### src/rtl/pin_select_pkg.sv
package pin_select_pkg;

    // ************************************************************
    // register map (byte addresses)
    // ************************************************************
    localparam logic [7:0] FIRST_ALT_FUNCTION_SELECT_OFS = 8'h08;
    localparam logic [7:0] SECOND_ALT_FUNCTION_SELECT_OFS = 8'h0C;
    localparam logic [7:0] THIRD_ALT_FUNCTION_SELECT_OFS = 8'h10;
    localparam logic [7:0] FOURTH_ALT_FUNCTION_SELECT_OFS = 8'h14;
    localparam logic [7:0] OPEN_DRAIN_SELECT_OFS = 8'h28;
    localparam logic [7:0] PULL_UP_SELECT_OFS = 8'h2C;

    // ************************************************************
    // fields and reset values
    // ************************************************************
    localparam int PIN_COUNT = 3;
    localparam int PIN_TWO = 2;
    localparam int PIN_ONE = 1;
    localparam int PIN_ZERO = 0;
    localparam logic [2:0] PIN_FIELD_MASK = 3'h7;
    localparam logic [2:0] FOURTH_FIELD_MASK = 3'h4;
    localparam logic [2:0] SELECT_RESET = 3'h0;
    localparam logic [31:0] READ_ZERO = 32'h0000_0000;

    // ************************************************************
    // idle levels seen by peripherals whose pin is not routed
    // ************************************************************
    localparam logic RECEIVE_IDLE = 1'h1;
    localparam logic CLOCK_IN_IDLE = 1'h1;
    localparam logic CAPTURE_IDLE = 1'h0;
    localparam logic CLEAR_TO_SEND_IDLE = 1'h1;

    typedef logic [2:0] pin_vec_t;

endpackage

### src/rtl/pin_cfg_if.sv
// selection bits handed from the register file to the pin router
interface pin_cfg_if;
    import pin_select_pkg::*;
    pin_vec_t first_sel;  // serial one functions
    pin_vec_t second_sel; // bus address lines
    pin_vec_t third_sel;  // timer functions
    pin_vec_t fourth_sel; // flow control
    pin_vec_t open_drain; // driver type
    pin_vec_t pull_up;    // pull-up enables
    modport regs (output first_sel, second_sel, third_sel, fourth_sel, open_drain, pull_up);
    modport route (input first_sel, second_sel, third_sel, fourth_sel, open_drain, pull_up);
endinterface

### src/rtl/pin_route.sv
module pin_route
    import pin_select_pkg::*;
(
    pin_cfg_if.route cfg,
    input wire logic [2:0] i_port_data,
    input wire logic [2:0] i_port_oe,
    input wire logic i_transmit,
    input wire logic i_clock_out,
    input wire logic i_clock_oe,
    input wire logic [2:0] i_bus_address,
    input wire logic i_timer_out,
    input wire logic [2:0] i_pin_sync,
    output logic [2:0] o_pin,
    output logic [2:0] o_pin_oe,
    output logic o_receive,
    output logic o_clock_in,
    output logic o_capture_a,
    output logic o_capture_b,
    output logic o_clear_to_send
);

    // ************************************************************
    // driver shaping
    // ************************************************************
    // open drain only pulls low; a high value releases the pin
    function automatic logic [1:0] shape_drive(input logic val, input logic en,
                                               input logic od);
        shape_drive = od ? {1'b0, en & ~val} : {val, en};
    endfunction

    // ************************************************************
    // per-pin function mux
    // ************************************************************
    // functions are checked first to fourth; software must not set two
    always_comb
    begin
        logic [2:0] val;
        logic [2:0] en;
        logic [1:0] drv;
        val = i_port_data;
        en = i_port_oe;
        drv = 2'h0;
        // pin 2: serial clock, address 0, timer out, clear to send
        if (cfg.first_sel[PIN_TWO])
        begin
            val[PIN_TWO] = i_clock_out;
            en[PIN_TWO] = i_clock_oe;
        end
        else if (cfg.second_sel[PIN_TWO])
        begin
            val[PIN_TWO] = i_bus_address[0];
            en[PIN_TWO] = 1'b1;
        end
        else if (cfg.third_sel[PIN_TWO])
        begin
            val[PIN_TWO] = i_timer_out;
            en[PIN_TWO] = 1'b1;
        end
        else if (cfg.fourth_sel[PIN_TWO])
        begin
            en[PIN_TWO] = 1'b0;
        end
        // pin 1: receive, address 1, capture b
        if (cfg.first_sel[PIN_ONE])
        begin
            en[PIN_ONE] = 1'b0;
        end
        else if (cfg.second_sel[PIN_ONE])
        begin
            val[PIN_ONE] = i_bus_address[1];
            en[PIN_ONE] = 1'b1;
        end
        else if (cfg.third_sel[PIN_ONE])
        begin
            en[PIN_ONE] = 1'b0;
        end
        // pin 0: transmit, address 2, capture a
        if (cfg.first_sel[PIN_ZERO])
        begin
            val[PIN_ZERO] = i_transmit;
            en[PIN_ZERO] = 1'b1;
        end
        else if (cfg.second_sel[PIN_ZERO])
        begin
            val[PIN_ZERO] = i_bus_address[2];
            en[PIN_ZERO] = 1'b1;
        end
        else if (cfg.third_sel[PIN_ZERO])
        begin
            en[PIN_ZERO] = 1'b0;
        end
        // driver type per pin
        for (int p = 0; p < PIN_COUNT; p++)
        begin
            drv = shape_drive(val[p], en[p], cfg.open_drain[p]);
            o_pin[p] = drv[1];
            o_pin_oe[p] = drv[0];
        end
    end

    // ************************************************************
    // inputs handed to peripherals
    // ************************************************************
    always_comb
    begin
        o_clock_in = cfg.first_sel[PIN_TWO] ? i_pin_sync[PIN_TWO] : CLOCK_IN_IDLE;
        o_receive = cfg.first_sel[PIN_ONE] ? i_pin_sync[PIN_ONE] : RECEIVE_IDLE;
        o_capture_b = cfg.third_sel[PIN_ONE] ? i_pin_sync[PIN_ONE] : CAPTURE_IDLE;
        o_capture_a = cfg.third_sel[PIN_ZERO] ? i_pin_sync[PIN_ZERO] : CAPTURE_IDLE;
        o_clear_to_send = cfg.fourth_sel[PIN_TWO] ? i_pin_sync[PIN_TWO]
                                                  : CLEAR_TO_SEND_IDLE;
    end

endmodule

### src/rtl/pin_function_select.sv
// Operation
// - second select routes pins to address lines
// - third select routes timer output and captures
// - fourth select bit 2 only, clear-to-send
// - open-drain bit chooses driver type per pin
// - first select routes serial clock, receive, transmit
// - pull-up bit enables internal pull-up
//
// Design decisions made here: the address map and the Avalon-MM register port.
module pin_function_select
    import pin_select_pkg::*;
(
    input wire logic I_CLK,
    input wire logic I_NRST,
    input wire logic [7:0] I_AVS_ADDRESS,
    input wire logic I_AVS_READ,
    input wire logic I_AVS_WRITE,
    input wire logic [31:0] I_AVS_WRITEDATA,
    input wire logic [3:0] I_AVS_BYTEENABLE,
    output logic [31:0] O_AVS_READDATA,
    output logic O_AVS_WAITREQUEST,
    input wire logic [2:0] I_PORT_DATA,
    input wire logic [2:0] I_PORT_OE,
    input wire logic I_SERIAL_ONE_TRANSMIT,
    input wire logic I_SERIAL_ONE_CLOCK,
    input wire logic I_SERIAL_ONE_CLOCK_OE,
    input wire logic [2:0] I_BUS_ADDRESS,
    input wire logic I_TIMER_ZERO_OUTPUT,
    input wire logic [2:0] I_PIN,
    output logic [2:0] O_PIN,
    output logic [2:0] O_PIN_OE,
    output logic [2:0] O_PULL_UP,
    output logic [2:0] O_PORT_IN,
    output logic O_SERIAL_ONE_RECEIVE,
    output logic O_SERIAL_ONE_CLOCK_IN,
    output logic O_TIMER_TWO_CAPTURE_IN_A,
    output logic O_TIMER_TWO_CAPTURE_IN_B,
    output logic O_SERIAL_ONE_CLEAR_TO_SEND
);

    // ************************************************************
    // state
    // ************************************************************
    pin_vec_t first_sel, next_first_sel;   // serial one routing
    pin_vec_t second_sel, next_second_sel; // address routing
    pin_vec_t third_sel, next_third_sel;   // timer routing
    pin_vec_t fourth_sel, next_fourth_sel; // flow control routing
    pin_vec_t open_drain, next_open_drain; // driver type
    pin_vec_t pull_up, next_pull_up;       // pull-up enables
    logic waitreq, next_waitreq;           // bus stall flag
    logic [31:0] rdata, next_rdata;        // read answer
    logic [2:0] pin_meta, pin_sync;        // pin synchroniser
    logic [2:0] route_pin, route_oe;       // router outputs
    logic route_rx, route_clk, route_cap_a, route_cap_b, route_cts;
    logic wr_take;                         // write accepted this edge

    pin_cfg_if cfg ();

    // ************************************************************
    // read decode
    // ************************************************************
    // unmapped offsets read as zero
    function automatic logic [31:0] read_mux(input logic [7:0] addr);
        case (addr)
            FIRST_ALT_FUNCTION_SELECT_OFS: read_mux = {29'h0, first_sel};
            SECOND_ALT_FUNCTION_SELECT_OFS: read_mux = {29'h0, second_sel};
            THIRD_ALT_FUNCTION_SELECT_OFS: read_mux = {29'h0, third_sel};
            FOURTH_ALT_FUNCTION_SELECT_OFS: read_mux = {29'h0, fourth_sel};
            OPEN_DRAIN_SELECT_OFS: read_mux = {29'h0, open_drain};
            PULL_UP_SELECT_OFS: read_mux = {29'h0, pull_up};
            default: read_mux = READ_ZERO;
        endcase
    endfunction

    // ************************************************************
    // bus handshake and register writes
    // ************************************************************
    // one stall cycle per request; write lands at the edge waitreq is low
    always_comb
    begin
        wr_take = I_AVS_WRITE & ~waitreq & I_AVS_BYTEENABLE[0];
        next_waitreq = ~((I_AVS_READ | I_AVS_WRITE) & waitreq);
        next_rdata = (I_AVS_READ & waitreq) ? read_mux(I_AVS_ADDRESS) : READ_ZERO;
        next_first_sel = first_sel;
        next_second_sel = second_sel;
        next_third_sel = third_sel;
        next_fourth_sel = fourth_sel;
        next_open_drain = open_drain;
        next_pull_up = pull_up;
        if (wr_take)
        begin
            case (I_AVS_ADDRESS)
                FIRST_ALT_FUNCTION_SELECT_OFS: next_first_sel = I_AVS_WRITEDATA[2:0];
                SECOND_ALT_FUNCTION_SELECT_OFS: next_second_sel = I_AVS_WRITEDATA[2:0];
                THIRD_ALT_FUNCTION_SELECT_OFS: next_third_sel = I_AVS_WRITEDATA[2:0];
                FOURTH_ALT_FUNCTION_SELECT_OFS:
                    next_fourth_sel = I_AVS_WRITEDATA[2:0] & FOURTH_FIELD_MASK;
                OPEN_DRAIN_SELECT_OFS: next_open_drain = I_AVS_WRITEDATA[2:0];
                PULL_UP_SELECT_OFS: next_pull_up = I_AVS_WRITEDATA[2:0];
                default: next_pull_up = pull_up;
            endcase
        end
    end

    // registers; all selects clear on reset
    always_ff @(posedge I_CLK)
    begin
        if (!I_NRST)
        begin
            first_sel <= SELECT_RESET;
            second_sel <= SELECT_RESET;
            third_sel <= SELECT_RESET;
            fourth_sel <= SELECT_RESET;
            open_drain <= SELECT_RESET;
            pull_up <= SELECT_RESET;
            waitreq <= 1'b1;
            rdata <= READ_ZERO;
        end
        else
        begin
            first_sel <= next_first_sel;
            second_sel <= next_second_sel;
            third_sel <= next_third_sel;
            fourth_sel <= next_fourth_sel;
            open_drain <= next_open_drain;
            pull_up <= next_pull_up;
            waitreq <= next_waitreq;
            rdata <= next_rdata;
        end
    end

    assign O_AVS_WAITREQUEST = waitreq;
    assign O_AVS_READDATA = rdata;

    // ************************************************************
    // pin routing
    // ************************************************************
    assign cfg.first_sel = first_sel;
    assign cfg.second_sel = second_sel;
    assign cfg.third_sel = third_sel;
    assign cfg.fourth_sel = fourth_sel;
    assign cfg.open_drain = open_drain;
    assign cfg.pull_up = pull_up;

    pin_route u_route (
        .cfg(cfg.route),
        .i_port_data(I_PORT_DATA),
        .i_port_oe(I_PORT_OE),
        .i_transmit(I_SERIAL_ONE_TRANSMIT),
        .i_clock_out(I_SERIAL_ONE_CLOCK),
        .i_clock_oe(I_SERIAL_ONE_CLOCK_OE),
        .i_bus_address(I_BUS_ADDRESS),
        .i_timer_out(I_TIMER_ZERO_OUTPUT),
        .i_pin_sync(pin_sync),
        .o_pin(route_pin),
        .o_pin_oe(route_oe),
        .o_receive(route_rx),
        .o_clock_in(route_clk),
        .o_capture_a(route_cap_a),
        .o_capture_b(route_cap_b),
        .o_clear_to_send(route_cts)
    );

    // ************************************************************
    // pin synchroniser and output flops
    // ************************************************************
    // pin levels are asynchronous; two flops before any use
    always_ff @(posedge I_CLK)
    begin
        if (!I_NRST)
        begin
            pin_meta <= 3'h0;
            pin_sync <= 3'h0;
            O_PIN <= 3'h0;
            O_PIN_OE <= 3'h0;
            O_PULL_UP <= 3'h0;
            O_PORT_IN <= 3'h0;
            O_SERIAL_ONE_RECEIVE <= RECEIVE_IDLE;
            O_SERIAL_ONE_CLOCK_IN <= CLOCK_IN_IDLE;
            O_TIMER_TWO_CAPTURE_IN_A <= CAPTURE_IDLE;
            O_TIMER_TWO_CAPTURE_IN_B <= CAPTURE_IDLE;
            O_SERIAL_ONE_CLEAR_TO_SEND <= CLEAR_TO_SEND_IDLE;
        end
        else
        begin
            pin_meta <= I_PIN;
            pin_sync <= pin_meta;
            O_PIN <= route_pin;
            O_PIN_OE <= route_oe;
            O_PULL_UP <= pull_up;
            O_PORT_IN <= pin_sync;
            O_SERIAL_ONE_RECEIVE <= route_rx;
            O_SERIAL_ONE_CLOCK_IN <= route_clk;
            O_TIMER_TWO_CAPTURE_IN_A <= route_cap_a;
            O_TIMER_TWO_CAPTURE_IN_B <= route_cap_b;
            O_SERIAL_ONE_CLEAR_TO_SEND <= route_cts;
        end
    end
endmodule

### config.mk
export PLATFORM = sky130hd
export DESIGN_NAME = pin_function_select
export DESIGN_NICKNAME = d
export VERILOG_FILES = /design/src/rtl/pin_select_pkg.sv /design/src/rtl/pin_cfg_if.sv /design/src/rtl/pin_route.sv /design/src/rtl/pin_function_select.sv
export SDC_FILE = /design/constraint.sdc
export NUM_CORES = 1
export LEC_CHECK = 0
export ABC_AREA = 1
export CORE_UTILIZATION = 60
export DETAILED_ROUTE_END_ITERATION = 12
export DONT_BUFFER_PORTS = 1
export HOLD_SLACK_MARGIN = 0.15
export PLACE_DENSITY = 0.74
export SYNTH_ARGS = -nofsm -noshare
export SYNTH_HDL_FRONTEND = slang
export SYNTH_SLANG_ARGS = --single-unit
export TNS_END_PERCENT = 50
### constraint.sdc
create_clock -name I_CLK -period 2.98 [get_ports I_CLK]
set_clock_uncertainty 0.1 [all_clocks]
set_input_delay 0.447 -clock I_CLK [delete_from_list [all_inputs] [get_ports I_CLK]]
set_output_delay 0.447 -clock I_CLK [all_outputs]
set_load 0.02 [all_outputs]
Word level (Yosys, flattened, before mapping)
Cells that the tools add are included.
Widths: inputs -> output; s select.
{ "classes": {"n_addsub": 0, "mul": 0, "div_mod_pow": 0, "n_lt_le_gt_ge": 0, "n_eq_ne": 6, "shift": 0, "mux": 21, "bitwise": 14, "reduce_logical": 15} }
{ "op_table": {"columns": ["cell", "count"], "rows": [
  ["$reduce_and 2->1", 12],
  ["$mux 1", 20],
  ["$pmux 3 s6", 1],
  ["$eq 8x4->1 const B", 2],
  ["$eq 8x5->1 const B", 2],
  ["$eq 8x6->1 const B", 2],
  ["$and 1x1->1", 7],
  ["$not 1->1", 6],
  ["$reduce_or 2->1", 3],
  ["$or 1x1->1", 1]
]} }
{ "totals": {"reg_bits": 72, "latchBits": 0, "ramBits": 0, "mem_bits_ro": 0, "in_bits": 64, "output_inout_bits": 50, "elab_cells": 77, "mem_count": 0} }

Logic depth before layout (Yosys ltp)
Gate-level depths: netlist of the first run.
{ "logic_depth": {"word_depth": 6, "mapped_depth": 9, "ltp_nobuf": 9} }

Cells and area by module
A second synthesis of the first run with hierarchy kept.
{ "hier_totals": {"cells_unflattened": 311, "hier_area_um2": 2147.1} }
{ "by_module_without_submodules": {"columns": ["mod", "instances", "cells_per_inst", "area_per_inst_um2", "seq_area_each_um2"], "rows": [
  ["pin_function_select", 1, 261, 1929.4, 860.8],
  ["pin_route", 1, 50, 217.7, 0.0]
]} }

Worst setup path before layout of the first run
Ideal clock, no wire load.
{ "synth_timing": {"kind": "in2reg", "start": "input I_AVS_ADDRESS[4]", "end": "register pull_up[0] (netlist: cfg.pull_up[0])", "setup_time_ns": 0.121, "arrival_time_ns": 1.094, "required_ns": 2.759, "setup_slack_ns": 1.664, "cell_stages": 6, "n_path_buf": 0, "cell_sequence": "inv_2 nand2_1 nor2_4 nand3_1 o21ai_0 a21oi_1"} }
{ "synth_between": {"elab_chain_len": 2} }
{ "synth_rtl": {"columns": ["element", "line", "text"], "rows": [
  ["start, declared", "pin_function_select.sv:15", "input wire logic [7:0] I_AVS_ADDRESS,"],
  ["$eq 8x6->1", "pin_function_select.sv:92", "case (I_AVS_ADDRESS)"],
  ["$reduce_and 2->1 (no source line)", null, null],
  ["end signal, assigned", "pin_function_select.sv:126", "pull_up <= next_pull_up;"],
  ["end, declared", "pin_function_select.sv:49", "pin_vec_t pull_up, next_pull_up;"]
]} }
No other way between the ends.
A chain may end at the register's enable or synchronous reset.

==> results.toml, run 1 <==
[clocking]
post_cts_resize_count = 0
cts_sinks = 43
cts_tree = "done"
clk_path_buf_depth = 2
root_buffer = "clkbuf_4"
path_clk_slew_ns = 0.12
clk_latency_ns = 0.35
cts_htree_levels = 2
cts_made_buffers = 5

[synthesis]
synthesis.area_um2 = 2030
synthMuxAreaShare = 0
synth_seq_cells = 43
synth-compound-area-share = 0.109
synthXorXnorAreaFrac = 0
avgSynthCellArea_um2 = 7.57
synth-simple-area-share = 0.264
syn_inst = 268
synth_warnings = 0
synth_top_family_by_area = "simple AND/OR/NAND/NOR gates"
synth_cell_types = 23
synth_fa_ha_area_frac = 0
ys_seq_area_frac = 0.424

[layout]
antenna_cells = 0
fin_nets = 343
syn_to_final_growth_pct = 3.58
regArea_um2 = 861
drive_gt1_frac = 0.118
multiInputGateArea_um2 = 866
finalCoreUtilization = 0.672
nFillCells = 286

[power]
max-vdd-ir-drop_v = 0.000272
p_leak_nw = 0.991
finalPower_mw = 0.979
p_per_area_nw_per_um2 = 466

[placed_design]
io_buffers = 0
dpl_worst_slack_ns = 1.53
gp_congestion = 0.821
hpwl_mm = 2.65

[die]
core_um2 = 3130
fp-row-count = 20
start_util = 0.648
die-area_um2 = 3620
chipHeight_um = 60.1
ios = 114
die_x_um = 60.1

[setup_path]
critical_path.slowest_cell = "dlygate4sd3_1"
crit_path_end_kind = "flop"
path_max_fanout = 32
cp_slowest_stage_delay_ns = 1.22
critical_path_required_ns = 3.17
startpoint_type = "input pin"
path_cells = "dlygate4sd3_1 -> o21ai_0 -> a21oi_1"
critPathKind = "in -> reg"
cp.arrival_ns = 2.08

[timing]
setup_viol_count_final = 0
fin_setup_tns_ns = 0
setup_ws_ns = 1.08
relSlewSlack = 0.306
hold_ws_ns = 0.163
period_share = 0.636
tightest_slew_ns = 1.04
fmax_ghz = 0.528
rsz0062_at_grt = "false"
finalHoldViolCount = 0
post-route-min-period_ns = 1.90
slew_violations = 0

[job]
drv_cap = 0

[global_routing]
grt-ovfl-total = 0
first_global_vias = 1376
grt_pass1_wl_mm = 5.91
antenna_found_initial = 0
grt_use_total = 0.224
grt_max_degree = 33

[worst_hold_path]
hp-class = "in -> reg"

[detailed_routing]
vias_per_cell = 4.86
vias = 1570
wl_per_cell_um = 11.3
drc = 0
drt-pass1-iter-count = 4
postRouteWirelength_mm = 3.65
drtAntennaViolNets = 0
drt_iter0_drc = 69

[outcome]
status = "complete, no violations"
[cells in the final DEF (no fill, tap or decap), types with 2 or more instances in the layout]
cell type	count
dfxtp_1	43
nand2_1	41
inv_1	38
conb_1	29
nand3_1	26
a21oi_1	20
o21ai_0	15
nor2_1	14
dlygate4sd3_1	9
inv_2	8
nor2_4	8
o21ai_1	5
clkbuf_4	5
nand2_4	3
nand2_2	3
nor2_2	2
nor3_1	2
o211ai_1	2
[cell families after synthesis]
family	Yosys count
AO/OA/AOI/OAI	43
buffers and inverters	79
flip-flops	43
other	1
AND/OR/NAND/NOR	102
[synthesized netlist by cell type]
cell type / n / area [um2]
a21oi_1: 20 / 100
nand2_4: 3 / 33.8
o21ai_1: 5 / 25.0
or2_2: 1 / 6.26
nand3b_1: 1 / 7.51
nor2_8: 1 / 20.0
dfxtp_1: 43 / 861
nor2_4: 8 / 90.1
nor3_1: 2 / 10.0
buf_4: 29 / 218
buf_2: 1 / 5.00
nand2_1: 41 / 154
a31oi_1: 1 / 6.26
nor2_2: 2 / 12.5
nand3_1: 26 / 130
nor2_1: 14 / 52.6
nand2_2: 3 / 18.8
inv_1: 38 / 143
o211ai_1: 2 / 15.0
inv_2: 8 / 30.0
o21ai_0: 15 / 75.1
clkbuf_1: 3 / 11.3
conb_1: 1 / 3.75
[sequential cells by signal (all words and copies together) (netlist names), 3 cells and up]
| name | flops |
|---|---|
| O_PIN_OE | 3 |
| O_PULL_UP | 3 |
| cfg.open_drain | 3 |
| cfg.second_sel | 3 |
| cfg.pull_up | 3 |
| O_AVS_READDATA | 3 |
| pin_sync | 3 |
| O_PORT_IN | 3 |
| cfg.first_sel | 3 |
| pin_meta | 3 |
| cfg.third_sel | 3 |
| O_PIN | 3 |
[layer usage]
metal	wire length, um	vias to the layer above	GRT usage
met1	1630	686	0.275
met5	0	-	0
met3	279	9	0.0519
met2	1680	75	0.375
met4	63	0	0.0897
li1	-	800	-
[cell type report]
type,count,area share
multi-input combinational,174,0.412
tap,44,0.0262
clock inverter,1,0.00238
inverter,46,0.0822
clock buffer,6,0.0244
timing repair buffer,9,0.0429
sequential,43,0.410
[where the power goes]
part	internal (mW)	switching (mW)	total (mW)
Combinational	0.0239	0.0700	0.0938
Sequential	0.585	0.0124	0.597
Clock	0.109	0.178	0.288
Total	0.718	0.261	0.979
[worst paths after layout]
kind	slack [ns]	cells past startpoint	from	end
worst max-delay path	1.08	3	I_NRST	cfg.third_sel[1]$_SDFFE_PN0P_
worst min-delay path	0.16	2	I_AVS_WRITEDATA[2]	cfg.second_sel[2]$_SDFFE_PN0P_
worst max register to register	1.50	4	O_AVS_WAITREQUEST$_SDFF_PN1_	O_AVS_WAITREQUEST$_SDFF_PN1_
worst min register to register	0.32	2	pin_meta[0]$_SDFF_PN0_	pin_sync[0]$_SDFF_PN0_
[repair_timing]
action / in CTS / in global routing
buffers inserted: 0 / 0
hold buffers: 9 / 0
hold endpoints to repair: 38 / 0
[worst max-delay path: cells and delay by family]
family	cells	cell delay (ns)
AO/OA/AOI/OAI	2	0.41
buffers and inverters	1	1.22
[stage by stage]
| stage | instance area [um2] | cells |
|---|---|---|
| finish | 2100 | 323 |
| global route | 2100 | 323 |
| CTS | 2100 | 323 |
| detailed placement | 1950 | 307 |
| global placement | 1950 | 307 |
| floorplan | 2130 | 296 |
No activity file was read; power rests on OpenSTA's default activity.
==> run 2, diff against run 1 <==
--- a/config.mk
+++ b/config.mk
@@ -5,12 +5,12 @@
 export SDC_FILE = /design/constraint.sdc
 export NUM_CORES = 1
 export LEC_CHECK = 0
-export ABC_AREA = 1
-export CORE_UTILIZATION = 60
+export ABC_AREA = 0
+export CORE_UTILIZATION = 56
 export DETAILED_ROUTE_END_ITERATION = 12
 export DONT_BUFFER_PORTS = 1
 export HOLD_SLACK_MARGIN = 0.15
-export PLACE_DENSITY = 0.74
+export PLACE_DENSITY = 0.72
 export SYNTH_ARGS = -nofsm -noshare
 export SYNTH_HDL_FRONTEND = slang
 export SYNTH_SLANG_ARGS = --single-unit
==> constraint.sdc (replaced) <==
create_clock -name I_CLK -period 1.7 [get_ports I_CLK]
set_clock_uncertainty 0.1 [all_clocks]
set_input_delay 0.255 -clock I_CLK [delete_from_list [all_inputs] [get_ports I_CLK]]
set_output_delay 0.255 -clock I_CLK [all_outputs]
set_load 0.02 [all_outputs]
==> run 2 against run 1 <==
Net effect: worst setup slack got worse by 1.0 ns; total power rose by 71%; largest power group unchanged; critical path type is now reg -> reg; flip-flop and latch count did not move.
==> results.toml, run 2 <==
[detailed_routing]
drtAntennaViolNets = 0
vias = 1317
drt_iter0_drc = 60
wl_per_cell_um = 14.7
vias_per_cell = 5.08
drt-pass1-iter-count = 4
drc = 0
postRouteWirelength_mm = 3.81

[setup_path]
r2r-end = "O_PIN[1]$_SDFF_PP0_"
r2r_slack_ns = 0.04
crit_family = "buffers and inverters"
crit_path_end_kind = "flop"
path_cells = "nor2b_2 -> mux2i_1 -> dlygate4sd3_1 -> nor3b_1"
cp_slowest_stage_delay_ns = 0.58
r2r_cells = 4
cp.arrival_ns = 1.81
r2r-start = "cfg.second_sel[1]$_SDFFE_PN0P_"
critPathKind = "reg -> reg"
crit_path_end = "O_PIN[1]$_SDFF_PP0_"
critical_path_required_ns = 1.85
worst-path-buf-inv = 1
startpoint = "cfg.second_sel[1]$_SDFFE_PN0P_"
crit_cells = 4
critical_path.slowest_cell = "dlygate4sd3_1"
path_max_fanout = 4
startpoint_type = "flop"

[layout]
regArea_um2 = 861
syn_to_final_growth_pct = 11.9
multiInputGateArea_um2 = 887
drive_gt1_frac = 0.0977
nFillCells = 236
fin_nets = 280
final_common_cell = "dfxtp_1"
antenna_cells = 0
layout_common_cells = "43 x dfxtp_1, 29 x conb_1, 25 x dlygate4sd3_1"
finalCoreUtilization = 0.686
final_cells = 259

[timing]
finalHoldViolCount = 0
setup_viol_count_final = 0
hold_ws_ns = 0.0375
fmax_ghz = 0.601
post-route-min-period_ns = 1.66
slew_violations = 0
period_share = 0.978

[clocking]
clk_latency_ns = 0.34
cts_htree_levels = 2
cts_made_buffers = 5
cts_sinks = 43
path_clk_slew_ns = 0.11
cts_tree = "done"
clk_path_buf_depth = 2
root_buffer = "clkbuf_4"

[global_routing]
grt-ovfl-total = 0
grt_pass1_wl_mm = 5.70
grt_max_degree = 40
grt_use_total = 0.220
first_global_vias = 1197
antenna_found_initial = 0

[synthesis]
synth_warnings = 0
ys_top_cells_by_area = "dfxtp_1 45%, buf_4 11%, mux2i_1 9.8%"
synthXorXnorAreaFrac = 0
synthMuxAreaShare = 0.139
syn_inst = 190
ys.flop_type = "dfxtp_1"
synth_cell_types = 34
synth_edf_count = 0
ys_seq_area_frac = 0.445
synth_common_cells = "43 x dfxtp_1, 29 x buf_4, 22 x nand2_1, 19 x mux2i_1, 10 x and2_1"
synth_fa_ha_area_frac = 0
yosysTopAreaCell = "dfxtp_1"
avgSynthCellArea_um2 = 10.2
synthArstFlopShare = 0
synth_top_family_by_area = "simple AND/OR/NAND/NOR gates"
yosys.area.top_type_share = 0.445
synth-compound-area-share = 0.0421
synth_seq_cells = 43
synth-simple-area-share = 0.220
synthesis.area_um2 = 1930
synth.most_common_cell = "dfxtp_1"

[die]
core_um2 = 3150
chipHeight_um = 60.8
fp-row-count = 20
ios = 114
die-area_um2 = 3690
start_util = 0.613
die_x_um = 60.8

[power]
power_frac_seq = 0.623
max-vdd-ir-drop_v = 0.000469
p_per_area_nw_per_um2 = 774
p_sw_mw = 0.427
combPwrFrac = 0.115
sw_frac_of_total = 0.255
power_frac_clock = 0.262
p_leak_nw = 0.988
p_int_mw = 1.25
finalPower_mw = 1.68

[outcome]
status = "complete, no violations"

[placed_design]
gp_congestion = 0.722
hpwl_mm = 2.46
placed_cells = 226
io_buffers = 0

[job]
drv_cap = 0

[worst_hold_path]
hp-class = "in -> reg"
[run 2: cell count changes after synthesis, moves of 8 or more]
cell and delta:
nor2b_1 +8, and2_1 +10, inv_2 -8, a21oi_1 -16, nor2_1 -12, nand2_1 -19
mux2i_1 +19, o21ai_0 -13, nor2_4 -8, inv_1 -31, nand3_1 -20
[run 2: timing repair]
item	4_1_cts	5_1_grt
setup buffers	0	1
endpoints found under the setup margin	0	4
hold buffers	26	1
hold endpoints to repair	43	6
gates resized for setup	0	2
[run 2: cell families (layout without fill, tap and decap cells)]
kind of cell | after synthesis | after routing
and+or+nand+nor | 66 | 66
buffers and inverters | 45 | 42
DFF | 43 | 43
muxes | 23 | 23
AOI/OAI and AO/OA | 12 | 12
other | 1 | 29
[run 2: worst min path at each step]
| stage | startpoint | to | slack (ns) | cells past startpoint |
|---|---|---|---|---|
| floorplan | I_AVS_WRITE | O_AVS_WAITREQUEST$_SDFF_PN1_ | 0.27 | 1 |
| global placement | I_NRST | O_AVS_WAITREQUEST$_SDFF_PN1_ | 0.25 | 1 |
| detailed placement | I_NRST | O_AVS_WAITREQUEST$_SDFF_PN1_ | 0.28 | 1 |
| CTS | I_AVS_ADDRESS[7] | O_AVS_READDATA[1]$_SDFF_PN0_ | 0.03 | 3 |
| global route | I_AVS_ADDRESS[7] | O_AVS_READDATA[1]$_SDFF_PN0_ | 0.03 | 3 |
| finish | I_AVS_ADDRESS[7] | O_AVS_READDATA[1]$_SDFF_PN0_ | 0.04 | 3 |
[run 2: final cells by class]
class,count,area share
clock buffers,6,0.0191
inverters,7,0.0121
multi-input cells,130,0.410
flip-flops and latches,43,0.398
well taps,44,0.0254
repair buffers,29,0.135
[run 2: per-stage QoR]
| stage | area, um2 | setup slack, ns | TNS [ns] |
|---|---|---|---|
| after floorplan | 2040 | 0.346 | 0 |
| after global placement | 1840 | 0.248 | 0 |
| after detailed placement | 1840 | 0.215 | 0 |
| after CTS | 2150 | 0.0389 | 0 |
| after global routing | 2160 | -0.0132 | -0.0132 |
| final | 2160 | 0.0375 | 0 |
[run 2: worst min-delay path: cells and delay by family]
family           cells  cell delay (ns)
AO/OA/AOI/OAI        1             0.06
AND/OR/NAND/NOR      2             0.12
[run 2: power by group through the flow]
stage / registers, mW / logic, mW / clock network (mW)
finish: 1.04 / 0.193 / 0.439
global route: 1.05 / 0.209 / 0.485
CTS: 1.04 / 0.186 / 0.455
detailed placement: 1.07 / 0.119 / 0
global placement: 1.07 / 0.116 / 0
floorplan: 1.07 / 0.177 / 0
[run 2: layer usage]
metal / vias up / share of wire / GRT usage
li1: 632 / - / -
met1: 610 / 0.40 / 0.251
met2: 69 / 0.51 / 0.383
met3: 6 / 0.082 / 0.0832
met4: 0 / 0.012 / 0.0682
met5: - / 0 / 0
